File: src/adcc_regs.svh
// register offsets, reset values and timing counts of the converter control block
// assumes the includer sits on the 20 MHz system clock
`ifndef ADCC_REGS_SVH
`define ADCC_REGS_SVH

// ----------------------------------------
// register byte offsets
// ----------------------------------------
`define ADCC_OFF_STATUS 8'h00
`define ADCC_OFF_RESULT 8'h04
`define ADCC_OFF_INT_STAT 8'h08
`define ADCC_OFF_INT_EN 8'h0C
`define ADCC_OFF_INT_CLR 8'h10

// ----------------------------------------
// reset values
// ----------------------------------------
`define ADCC_RST_BYTE 8'h00
`define ADCC_RST_WORD 32'h0000_0000
`define ADCC_RST_CHAN 3'h0
`define ADCC_RST_IRQ 3'h0
`define ADCC_SAR_FIRST 8'h80
`define ADCC_BIT_MSB 3'h7
`define ADCC_BIT_LSB 3'h0
`define ADCC_ONEHOT_BASE 8'h01

// ----------------------------------------
// timing
// ----------------------------------------
`define ADCC_CLK_NS 50
`define ADCC_CONV_NS 1600
`define ADCC_CONV_DIV (`ADCC_CONV_NS / `ADCC_CLK_NS)
`define ADCC_DIV_LAST 5'(`ADCC_CONV_DIV - 1)
`define ADCC_DIV_ZERO 5'h0
// done is sampled high one edge after the period that follows the result load
`define ADCC_LOAD_GAP (`ADCC_CONV_DIV + 1)

`endif

File: src/adcc_pkg.sv
// types shared by the converter control block
// assumes adcc_regs.svh holds the numbers
`default_nettype none
package adcc_pkg;

  typedef enum logic [2:0] {
    ADCC_IDLE   = 3'b000,
    ADCC_ARMED  = 3'b001,
    ADCC_CONV   = 3'b010,
    ADCC_LOAD   = 3'b011,
    ADCC_FINISH = 3'b100
  } adcc_state_e;

  // sticky event bits, same layout in status, enable and clear registers
  typedef struct packed {
    logic latched;
    logic aborted;
    logic done;
  } adcc_irq_s;

  // status register word
  typedef struct packed {
    logic [23:0] pad;
    logic [2:0] state;
    logic [2:0] chan;
    logic busy;
    logic eoc;
  } adcc_status_s;

endpackage
`default_nettype wire

File: src/adcc_sync_edge.sv
// two-flop synchroniser with edge pulses for pins from outside the clock domain
// assumes rst_n is already synchronous to clk
`timescale 1ns/1ns
`default_nettype none
module adcc_sync_edge #(
  parameter int W = 1
) (
  input wire logic clk,
  input wire logic rst_n,
  input wire logic [W-1:0] d,
  output logic [W-1:0] level,
  output logic [W-1:0] rise,
  output logic [W-1:0] fall
);
  logic [W-1:0] s1;
  logic [W-1:0] s2;
  logic [W-1:0] s3;
  logic [W-1:0] next_s1;
  logic [W-1:0] next_s2;
  logic [W-1:0] next_s3;

  // shift chain; s1 feeds only s2
  always_comb begin
    next_s1 = d;
    next_s2 = s1;
    next_s3 = s2;
  end

  always_ff @(posedge clk or negedge rst_n) begin
    if (!rst_n) begin
      s1 <= '0;
      s2 <= '0;
      s3 <= '0;
    end else begin
      s1 <= next_s1;
      s2 <= next_s2;
      s3 <= next_s3;
    end
  end

  // edges look at settled copies only
  assign level = s2;
  assign rise = s2 & ~s3;
  assign fall = ~s2 & s3;
endmodule
`default_nettype wire

File: src/adcc_top.sv
// control logic of an 8-bit successive-approximation converter with 8-way input select
// assumes an external ladder takes TRIAL_CODE and returns the comparator level on CMP
`timescale 1ns/1ns
`default_nettype none
`include "adcc_regs.svh"

module adcc_top
  import adcc_pkg::*;
(
  input wire logic CLK,
  input wire logic ARST_N,
  input wire logic PSEL,
  input wire logic PENABLE,
  input wire logic PWRITE,
  input wire logic [7:0] PADDR,
  input wire logic [31:0] PWDATA,
  output logic [31:0] PRDATA,
  output logic PREADY,
  output logic PSLVERR,
  input wire logic CONVERSION_START_INPUT,
  input wire logic ADDR_STROBE,
  input wire logic [2:0] CHAN_ADDR,
  input wire logic OUT_ENABLE,
  input wire logic CMP,
  output logic EOC,
  output logic [7:0] DATA_OUT,
  output logic DATA_OE,
  output logic [7:0] CHAN_SEL,
  output logic [7:0] TRIAL_CODE,
  output logic IRQ
);

  // ----------------------------------------
  // reset release and pin synchronisers
  // ----------------------------------------
  logic rst_q1;
  logic rst_n;
  logic start_rise;
  logic start_fall;
  logic ale_rise;
  logic [2:0] addr_s;
  logic oe_s;
  logic cmp_s;

  // async assert, two-flop release
  always_ff @(posedge CLK or negedge ARST_N) begin
    if (!ARST_N) begin
      rst_q1 <= 1'b0;
      rst_n <= 1'b0;
    end else begin
      rst_q1 <= 1'b1;
      rst_n <= rst_q1;
    end
  end

  // start pin; in free-running use it carries EOC back in
  // loop-back start
  adcc_sync_edge #(.W(1)) u_start (
    .clk(CLK), .rst_n(rst_n), .d(CONVERSION_START_INPUT),
    .level(), .rise(start_rise), .fall(start_fall)
  );

  adcc_sync_edge #(.W(1)) u_ale (
    .clk(CLK), .rst_n(rst_n), .d(ADDR_STROBE),
    .level(), .rise(ale_rise), .fall()
  );

  // address shares the strobe's latency so both are sampled at the same instant
  adcc_sync_edge #(.W(3)) u_addr (
    .clk(CLK), .rst_n(rst_n), .d(CHAN_ADDR),
    .level(addr_s), .rise(), .fall()
  );

  adcc_sync_edge #(.W(1)) u_oe (
    .clk(CLK), .rst_n(rst_n), .d(OUT_ENABLE),
    .level(oe_s), .rise(), .fall()
  );

  adcc_sync_edge #(.W(1)) u_cmp (
    .clk(CLK), .rst_n(rst_n), .d(CMP),
    .level(cmp_s), .rise(), .fall()
  );

  // ----------------------------------------
  // conversion clock and channel latch
  // ----------------------------------------
  logic [4:0] div_cnt;
  logic [4:0] next_div_cnt;
  logic tick;
  logic [2:0] chan;
  logic [2:0] next_chan;
  logic [7:0] next_chan_sel;
  logic conv_go;

  assign tick = (div_cnt == `ADCC_DIV_LAST);

  // divider realigns when a conversion begins, so the first bit decision sees a settled comparator
  always_comb begin
    next_div_cnt = (tick || conv_go) ? `ADCC_DIV_ZERO : div_cnt + 5'h1;
    next_chan = chan;
    if (ale_rise) begin
      next_chan = addr_s;
    end
    next_chan_sel = `ADCC_ONEHOT_BASE << chan;
  end

  always_ff @(posedge CLK or negedge rst_n) begin
    if (!rst_n) begin
      div_cnt <= `ADCC_DIV_ZERO;
      chan <= `ADCC_RST_CHAN;
      CHAN_SEL <= `ADCC_ONEHOT_BASE;
    end else begin
      div_cnt <= next_div_cnt;
      chan <= next_chan;
      CHAN_SEL <= next_chan_sel;
    end
  end

  // ----------------------------------------
  // approximation sequencer
  // ----------------------------------------
  adcc_state_e state;
  adcc_state_e next_state;
  logic [7:0] sar;
  logic [7:0] next_sar;
  logic [2:0] bit_idx;
  logic [2:0] next_bit_idx;
  logic [7:0] result;
  logic [7:0] next_result;
  logic next_eoc;
  logic busy;
  logic load_pulse;
  logic abort_evt;
  logic done_evt;

  assign busy = (state != ADCC_IDLE);
  assign load_pulse = (state == ADCC_LOAD) && tick && !start_rise;
  assign abort_evt = start_rise && busy;
  assign done_evt = (state == ADCC_FINISH) && tick && !start_rise;
  assign conv_go = (state == ADCC_ARMED) && start_fall && !start_rise;

  // start rise overrides every state, so a restart needs no special path
  always_comb begin
    next_state = state;
    next_sar = sar;
    next_bit_idx = bit_idx;
    next_result = result;
    next_eoc = EOC;
    if (start_rise) begin
      next_sar = `ADCC_RST_BYTE;
      next_state = ADCC_ARMED;
      next_eoc = 1'b0;
    end else begin
      case (state)
        ADCC_IDLE: begin
          next_eoc = 1'b1;
        end
        ADCC_ARMED: begin
          if (start_fall) begin
            next_sar = `ADCC_SAR_FIRST;
            next_bit_idx = `ADCC_BIT_MSB;
            next_state = ADCC_CONV;
          end
        end
        ADCC_CONV: begin
          if (tick) begin
            next_sar[bit_idx] = cmp_s;
            if (bit_idx == `ADCC_BIT_LSB) begin
              next_state = ADCC_LOAD;
            end else begin
              next_sar[bit_idx - 3'h1] = 1'b1;
              next_bit_idx = bit_idx - 3'h1;
            end
          end
        end
        ADCC_LOAD: begin
          if (tick) begin
            next_result = sar;
            next_state = ADCC_FINISH;
          end
        end
        ADCC_FINISH: begin
          if (tick) begin
            next_eoc = 1'b1;
            next_state = ADCC_IDLE;
          end
        end
        default: begin
          next_state = ADCC_IDLE;
        end
      endcase
    end
  end

  always_ff @(posedge CLK or negedge rst_n) begin
    if (!rst_n) begin
      state <= ADCC_IDLE;
      sar <= `ADCC_RST_BYTE;
      bit_idx <= `ADCC_BIT_MSB;
      result <= `ADCC_RST_BYTE;
      EOC <= 1'b1;
      TRIAL_CODE <= `ADCC_RST_BYTE;
      DATA_OUT <= `ADCC_RST_BYTE;
      DATA_OE <= 1'b0;
    end else begin
      state <= next_state;
      sar <= next_sar;
      bit_idx <= next_bit_idx;
      result <= next_result;
      EOC <= next_eoc;
      TRIAL_CODE <= next_sar;
      DATA_OUT <= next_result;
      DATA_OE <= oe_s;
    end
  end

  // ----------------------------------------
  // apb slave and interrupt registers
  // ----------------------------------------
  adcc_irq_s int_stat;
  adcc_irq_s next_int_stat;
  adcc_irq_s int_en;
  adcc_irq_s next_int_en;
  adcc_irq_s int_set;
  adcc_irq_s int_clr;
  adcc_status_s status;
  logic access;
  logic wr_fire;
  logic next_pready;
  logic next_pslverr;
  logic [31:0] next_prdata;
  logic next_irq;

  assign access = PSEL && PENABLE && !PREADY;
  assign wr_fire = PSEL && PENABLE && PREADY && PWRITE;

  // one wait state keeps read data registered
  always_comb begin
    status = '{pad: '0, state: state, chan: chan, busy: busy, eoc: EOC};
    int_set = '{latched: ale_rise, aborted: abort_evt, done: done_evt};
    int_clr = '0;
    next_int_en = int_en;
    if (wr_fire && PADDR == `ADCC_OFF_INT_CLR) begin
      int_clr = PWDATA[$bits(adcc_irq_s)-1:0];
    end
    if (wr_fire && PADDR == `ADCC_OFF_INT_EN) begin
      next_int_en = PWDATA[$bits(adcc_irq_s)-1:0];
    end
    // set beats clear in the same cycle
    next_int_stat = (int_stat & ~int_clr) | int_set;
    next_irq = |(next_int_stat & next_int_en);
    next_pready = access;
    next_pslverr = 1'b0;
    next_prdata = `ADCC_RST_WORD;
    if (access) begin
      case (PADDR)
        `ADCC_OFF_STATUS: next_prdata = status;
        `ADCC_OFF_RESULT: next_prdata = {24'h00_0000, result};
        `ADCC_OFF_INT_STAT: next_prdata = {29'h0000_0000, int_stat};
        `ADCC_OFF_INT_EN: next_prdata = {29'h0000_0000, int_en};
        `ADCC_OFF_INT_CLR: next_prdata = `ADCC_RST_WORD;
        default: next_pslverr = 1'b1;
      endcase
    end
  end

  always_ff @(posedge CLK or negedge rst_n) begin
    if (!rst_n) begin
      int_stat <= `ADCC_RST_IRQ;
      int_en <= `ADCC_RST_IRQ;
      PREADY <= 1'b0;
      PSLVERR <= 1'b0;
      PRDATA <= `ADCC_RST_WORD;
      IRQ <= 1'b0;
    end else begin
      int_stat <= next_int_stat;
      int_en <= next_int_en;
      PREADY <= next_pready;
      PSLVERR <= next_pslverr;
      PRDATA <= next_prdata;
      IRQ <= next_irq;
    end
  end

  // ----------------------------------------
  // assertions
  // ----------------------------------------
  localparam int load_gap = `ADCC_LOAD_GAP;
endmodule
`default_nettype wire

File: config.mk
export PLATFORM = sky130hd
export DESIGN_NAME = adcc_top
export DESIGN_NICKNAME = d
export VERILOG_FILES = /design/src/adcc_pkg.sv /design/src/adcc_sync_edge.sv /design/src/adcc_top.sv
export VERILOG_INCLUDE_DIRS = /design/src
export SDC_FILE = /design/constraint.sdc
export NUM_CORES = 1
export LEC_CHECK = 0
export BUFFER_PORTS_ARGS = -buffer_cell sky130_fd_sc_hd__buf_2
export CAP_MARGIN = 0
export CORE_AREA = 2 2 95 97
export CTS_CLUSTER_SIZE = 25
export DETAILED_ROUTE_END_ITERATION = 6
export DIE_AREA = 0 0 97 99
export PLACE_DENSITY = 0.75
export SETUP_SLACK_MARGIN = 0.3
export SLEW_MARGIN = 25
export SYNTH_ARGS = -nofsm -noshare
export SYNTH_HDL_FRONTEND = slang
export SYNTH_SLANG_ARGS = --single-unit
File: constraint.sdc
create_clock -name CLK -period 2.35 [get_ports CLK]
set_input_delay 0.3525 -clock CLK [delete_from_list [all_inputs] [get_ports CLK]]
set_output_delay 0.3525 -clock CLK [all_outputs]
set_load 0.01 [all_outputs]
==> results of run 1 <==
-- layout by cell type (no fill, tap or decap), types with 2 or more instances in the layout --
master	instances
and3_1	5
and4_1	3
clkbuf_8	9
o21ai_0	6
nor3_1	2
buf_4	7
nand3_1	3
buf_2	59
mux4_2	3
ha_1	4
mux2_2	13
nor2_1	24
a21o_1	2
mux2i_1	6
a21oi_1	15
dfrtp_1	69
inv_6	4
inv_1	7
o21ai_1	14
and2_1	2
a31oi_1	8
or3_1	4
and3b_1	2
nor2b_1	8
dfstp_2	5
nor3b_1	7
conb_1	25
nand2_1	12
-- power groups by stage --
stage	Clock [mW]	Sequential, mW	Combinational, mW
finish	0.925	1.56	0.562
global route	1.01	1.58	0.639
CTS	0.951	1.56	0.559
detailed placement	0	1.58	0.532
global placement	0	1.57	0.514
floorplan	0	1.55	0.436
-- through the flow --
step / cell area, sq um / instances / total power [mW] / hold WS, ns
floorplan: 3450 / 316 / 1.98 / 0.0569
global placement: 3680 / 451 / 2.08 / 0.137
detailed placement: 3680 / 451 / 2.11 / 0.140
CTS: 3910 / 469 / 3.07 / 0.0944
global route: 3960 / 473 / 3.23 / 0.0914
finish: 3960 / 473 / 3.05 / 0.111
-- registers in the layout (all words and copies together), names as in the netlist, 3 cells and up --
register	count
CHAN_SEL	8
PRDATA	8
result	8
sar	8
div_cnt	5
bit_idx	3
chan	3
int_en	3
int_stat	3
state	3
u_addr.level	3
u_addr.next_s2	3
-- kinds of logic (layout without fill, tap and decap cells) --
logic type	after synthesis	count (layout)	synth area share, %
buffers and inverters	44	93	8.33
AND/OR/NAND/NOR	84	84	14.1
XOR/XNOR	2	2	0.521
other	2	25	0.223
adder cells (fa/ha/maj)	6	6	2.23
flip-flops	75	75	56.0
AO/OA/AOI/OAI	57	57	10.2
multiplexers	23	23	8.48
-- layout make-up --
type	count	area, sq um	area share, %
Clock inverter	7	58.8	1.48
Multi-Input combinational cell	197	1320	33.2
Tap cell	108	135	3.41
Inverter	7	26.3	0.663
Sequential cell	75	1880	47.5
Clock buffer	9	124	3.13
Timing Repair Buffer	70	418	10.5
-- layer usage --
layer	global-route usage [%]	vias up	share of wire, %
met3	4.54	4	6.2
met5	0	-	0
met4	3.47	0	0.87
met1	16.6	1118	45
met2	21.3	76	48
li1	-	1105	-
-- worst reg2reg max path, stage by stage, from the launching register on --
cell	delay, ns
dfrtp_1	0.36
ha_2	0.19
and3_4	0.18
ha_4	0.15
and2b_1	0.16
or3b_4	0.45
o31a_1	0.26
o22a_1	0.20
-- worst paths after layout --
kind | from | to | slack, ns | cells past startpoint
max | div_cnt[1] | bit_idx[2] | 0.34 | 7
max in group asynchronous | rst_n | EOC | 1.72 | 1
min reg2reg | rst_n | u_cmp.next_s2 | 0.28 | 1
max reg2reg | div_cnt[1] | bit_idx[2] | 0.34 | 7
min in group asynchronous | rst_n | u_cmp.next_s2 | 0.28 | 1
min | CMP | u_cmp.next_s2 | 0.11 | 1
-- what timing repair did --
action | 4_1_cts | 5_1_grt
hold buffers | 1 | 0
pin swaps | 0 | 2
endpoints found under the setup margin | 15 | 10
buffers inserted | 1 | 3
endpoints found under the hold margin | 2 | 0
resized for setup | 5 | 5
gates cloned | 0 | 1
==> run summary, run 1 <==
Status: completed
Slowest CP cell: or3b_4
Clk slew on worst S/H paths: 0.08 ns
CTS max path bufs: 2
Peak Freq: 0.497 GHz
Critical path class: flip-flop to flip-flop
Setup WS pre-CTS: 0.177 ns
Clk network pwr share: 30.4%
Nature of the critical path startpoint: flip-flop
Worst hold path type: input port to flip-flop
CTS buffer count: 9
Fill cells: 770
P_leak: 2.00 nW
CTS tree: built
Final hold violations: 0
Final worst setup slack: 0.336 ns
Psw: 962 uW
Worst-Skew Late Latency: 0.35 ns
TNS Setup: 0 ns
Instance count of the mapped netlist: 293
Layout Nets: 418
Depth of the CTS H-tree: 3
ANT nets after route: 0
Vias per std cell: 4.87
Syn_area_per_cell: 11.5 sq um
Post-layout util: 46.4%
Number of flops mapped to enable cells by yosys: 0
Crit path cell chain: ha_2 > and3_4 > ha_4 > and2b_1 > or3b_4 > o31a_1 > o22a_1
Vias in the first global route: 2193
GRT overflow: 0
Synth cell types: 53
First-pass GRT wire length: 10100 microns
Worst EP required: 2.63 ns
# setup viols final: 0
Pint: 2.08 mW
DRT Wirelength: 6340 microns
Sequential share of power: 51.2%
Predominant post-synthesis flop cell: dfrtp_1
Core Box Area: 8550 sq um
DP HPWL: 4410 microns
DR pass1 iterations: 4
Most frequent cell after synthesis: dfrtp_1
All-Layer GR Usage: 13.0%
Skew final: 0.0140 ns
CP arrival: 2.29 ns
#FFs+latches synth: 75
Top cells by count, synth: dfrtp_1 (70), buf_4 (24), nor2_1 (24)
Num rows: 34
Die W: 97 microns
Average wire per standard cell: 13.4 microns
RSZ-0062 raised after global routing: true
Slowest Stage Delay on Critical Path: 0.45 ns
Die area: 9600 sq um
Max_cap viols: 0
Async S/R FF share, synth: 100%
Sw Ratio: 31.6%
Clk Tree Root Cell: clkbuf_8
Largest net degree at the start of global routing: 74
# IOs: 113
Combinational share of power: 18.4%
Critical path peak fanout: 7
Crit-path leading delay family: simple AND/OR/NAND/NOR gates
Vias: 2303
Layout cells sized above 1: 33.4%
Clock sink total: 75
N_diodes: 0
Area leader, netlist: dfrtp_1
Top cell type's share of synthesized area: 52.1%
Post-synthesis sequential area ratio: 56.0%
Top cells by area, synth: dfrtp_1 (52%), buf_4 (5.4%), mux2_2 (4.4%)
Final Max Slew Viols: 0
Initial Utilization: 39.3%
Number of remaining DRC errors: 0
Chip height: 99 microns
Initial antenna violation count: 0
Synth Cell Area: 3360 sq um
Final Cycle Share: 85.7%
Peak VDD IR: 289 uV
Area delta synth->final: 17.9%
Iter 0 DRT Violations: 257
GP Congestion: 0.841
CP endpoint kind: flip-flop
Min Tclk post-route: 2.01 ns
IO Port Bufs: 59
Critical path buffer and inverter count: 0
Pwr/cell area: 768 nW/um^2
Syn. warnings: 0
No activity file was read; power rests on OpenSTA's default activity.
==> run 2: changes to the inputs <==
- CORE_AREA: 2 2 95 97 -> 2 2 90 92
- DIE_AREA: 0 0 97 99 -> 0 0 92 94
- PLACE_DENSITY: 0.75 -> 0.82
==> run 2 against run 1 <==
Critical path depth is 1 higher. Fmax rose by 1.7%. Clock skew shrank 0.0055 ns. Via count is 2.0% higher. Sequential share of layout area decreased by 0.77 points. Clock-buffer cell count increased by 2. Wire length increased by 1.2%. Critical path type unchanged. Critical endpoint is now sar[3]. Largest power group unchanged. Highest routed layer unchanged.
==> run summary, run 2 (synthesized netlist as in run 1, its figures left out) <==
CP Launch Point: div_cnt[0]
Core Box Area: 7610 sq um (-11%)
N_diodes: 0 (unchanged)
CP arrival: 2.23 ns (-0.06 ns)
Sw Ratio: 27.9% (-3.7 points)
# setup viols final: 0 (unchanged)
CTS max path bufs: 2 (unchanged)
Chip height: 94 microns (-5.1%)
Worst r2r src: div_cnt[0]
Final hold slack: 0.114 ns (+0.00379 ns)
Area delta synth->final: 19.8%
Combinational share of power: 18.1% (-0.3 points)
Initial antenna violation count: 0 (unchanged)
# IOs: 113 (unchanged)
IO Port Bufs: 59 (unchanged)
CP endpoint kind: flip-flop
Worst Hold Path Cells: 1 (unchanged)
Initial Utilization: 44.2% (+4.9 points)
DR pass1 iterations: 4 (unchanged)
First-pass GRT wire length: 10600 microns (+4.1%)
Commonest non-fill, non-tap cell in the layout: dfrtp_1
Max_cap viols: 0 (unchanged)
Critical path class: flip-flop to flip-flop
Layout cells sized above 1: 34.1% (+0.64 points)
Clk network pwr share: 34.2% (+3.8 points)
Final hold violations: 0 (unchanged)
Peak Freq: 0.505 GHz (+1.7%)
Die area: 8650 sq um (-9.9%)
Clk Tree Root Cell: clkbuf_8
Slew HR: 64.3%
DRT Wirelength: 6410 microns (+1.2%)
CTS buffer count: 9 (unchanged)
Vias in the first global route: 2258 (+3.0%)
Largest net degree at the start of global routing: 34 (-54%)
Psw: 914 uW (-5.1%)
Depth of the CTS H-tree: 3 (unchanged)
Number of remaining DRC errors: 0 (unchanged)
GP Congestion: 0.869 (+3.4%)
Peak VDD IR: 318 uV (+10%)
Worst-Margin Slew: 0.536 ns
Die W: 92 microns (-5.2%)
Average wire per standard cell: 13.7 microns (+2.0%)
Most frequent cells in the layout: dfrtp_1 (69), buf_2 (59), conb_1 (25)
Skew final: 0.00846 ns (-0.00551 ns)
Slowest Stage Delay on Critical Path: 0.42 ns (-0.03 ns)
HP Start: CHAN_ADDR[1]
All-Layer GR Usage: 15.5% (+2.5 points)
Vias per std cell: 5.01 (+2.9%)
CTS tree: built
Status: completed
Crit path cell chain: ha_2 > and3_4 > ha_4 > and2b_1 > or3b_4 > buf_4 > clkbuf_16 > o21ai_1
Layout Nets: 420 (+0.48%)
DP HPWL: 4610 microns (+4.5%)
Clock sink total: 75 (unchanged)
Slowest CP cell: or3b_4
Worst-Skew Late Latency: 0.34 ns (about the same)
Final Max Slew Viols: 0 (unchanged)
Pwr/cell area: 813 nW/um^2 (+5.8%)
FF-to-FF path depth: 8 (+1)
Final Cycle Share: 84.2% (-1.5 points)
Post-Layout Cell Count: 469 (-0.85%)
Min Tclk post-route: 1.98 ns (-0.0343 ns)
P_leak: 2.03 nW (+1.6%)
Placed insts: 445 (-1.3%)
Pint: 2.36 mW (+13%)
Sequential share of power: 47.7% (-3.5 points)
Clk slew on worst S/H paths: 0.08 ns (about the same)
TNS Setup: 0 ns (unchanged)
Iter 0 DRT Violations: 183 (-29%)
GRT overflow: 0 (unchanged)
Num rows: 32 (-5.9%)
Vias: 2349 (+2.0%)
ANT nets after route: 0 (unchanged)
Worst hold path type: input port to flip-flop
Critical path peak fanout: 6 (-1)
Worst EP required: 2.61 ns (-0.02 ns)
RSZ-0062 raised after global routing: true
Nature of the critical path startpoint: flip-flop
-- run 2: changes by cell type in the layout (fill, tap and decap cells not counted), sizes merged --
cell and delta:
clkinv +1, buf +2, bufinv +2, inv -5
clkbuf +2
-- run 2: metal layers --
metal / share of wire (%) / routed length (microns) / GRT usage [%]
met5: 0 / 0 / 0
met4: 1.6 / 102 / 5.35
met3: 5.8 / 373 / 3.93
met2: 49 / 3150 / 25.4
met1: 43 / 2790 / 20.3
-- run 2: metrics by stage --
step	setup slack [ns]	utilization, %	power [mW]	cell area (sq um)
3_3_place_gp	0.224	48.3	2.09	3670
2_1_floorplan	0.330	-	1.98	3450
6_report	0.371	53.0	3.28	4030
4_1_cts	0.310	52.1	3.27	3960
5_1_grt	0.279	53.0	3.47	4030
3_5_place_dp	0.172	48.3	2.11	3670
-- run 2: cell type report --
cell class | count | area, sq um
clock buffer | 11 | 151
inverter | 7 | 26.3
sequential | 75 | 1880
fill | 651 | 3580
tap | 102 | 128
multi-input combinational | 197 | 1320
clock inverter | 5 | 85.1
timing repair buffer | 72 | 433
-- run 2: power groups by stage --
stage | sequential (mW) | combinational, mW | clock, mW
2_1_floorplan | 1.55 | 0.436 | 0
3_3_place_gp | 1.58 | 0.512 | 0
3_5_place_dp | 1.59 | 0.529 | 0
4_1_cts | 1.56 | 0.557 | 1.15
5_1_grt | 1.59 | 0.668 | 1.22
6_report | 1.56 | 0.592 | 1.12
-- run 2: what timing repair did --
| action | in CTS | in global routing |
|---|---|---|
| pin swaps | 1 | 3 |
| hold buffers | 1 | 0 |
| cloned | 0 | 1 |
| endpoints found under the setup margin | 17 | 18 |
| buffers inserted | 2 | 4 |
| hold endpoints to repair | 2 | 0 |
| resized for setup | 6 | 3 |
-- run 2: critical path: cells and delay by family, from the launching register on --
family | cells | cell delay, ns
flops | 1 | 0.36
buf+inv | 2 | 0.30
fa+ha+maj | 2 | 0.32
simple gates | 3 | 0.77
compound gates | 1 | 0.15
-- run 2: path summary, 6_finish.rpt --
kind / end / slack, ns
worst max-delay path: sar[3] / 0.37
worst min register to register: int_en[2] / 0.25
min in group asynchronous: int_en[2] / 0.25
max in group asynchronous: result[1] / 1.47
worst max register to register: sar[3] / 0.37
worst min-delay path: u_addr.next_s2[1] / 0.11
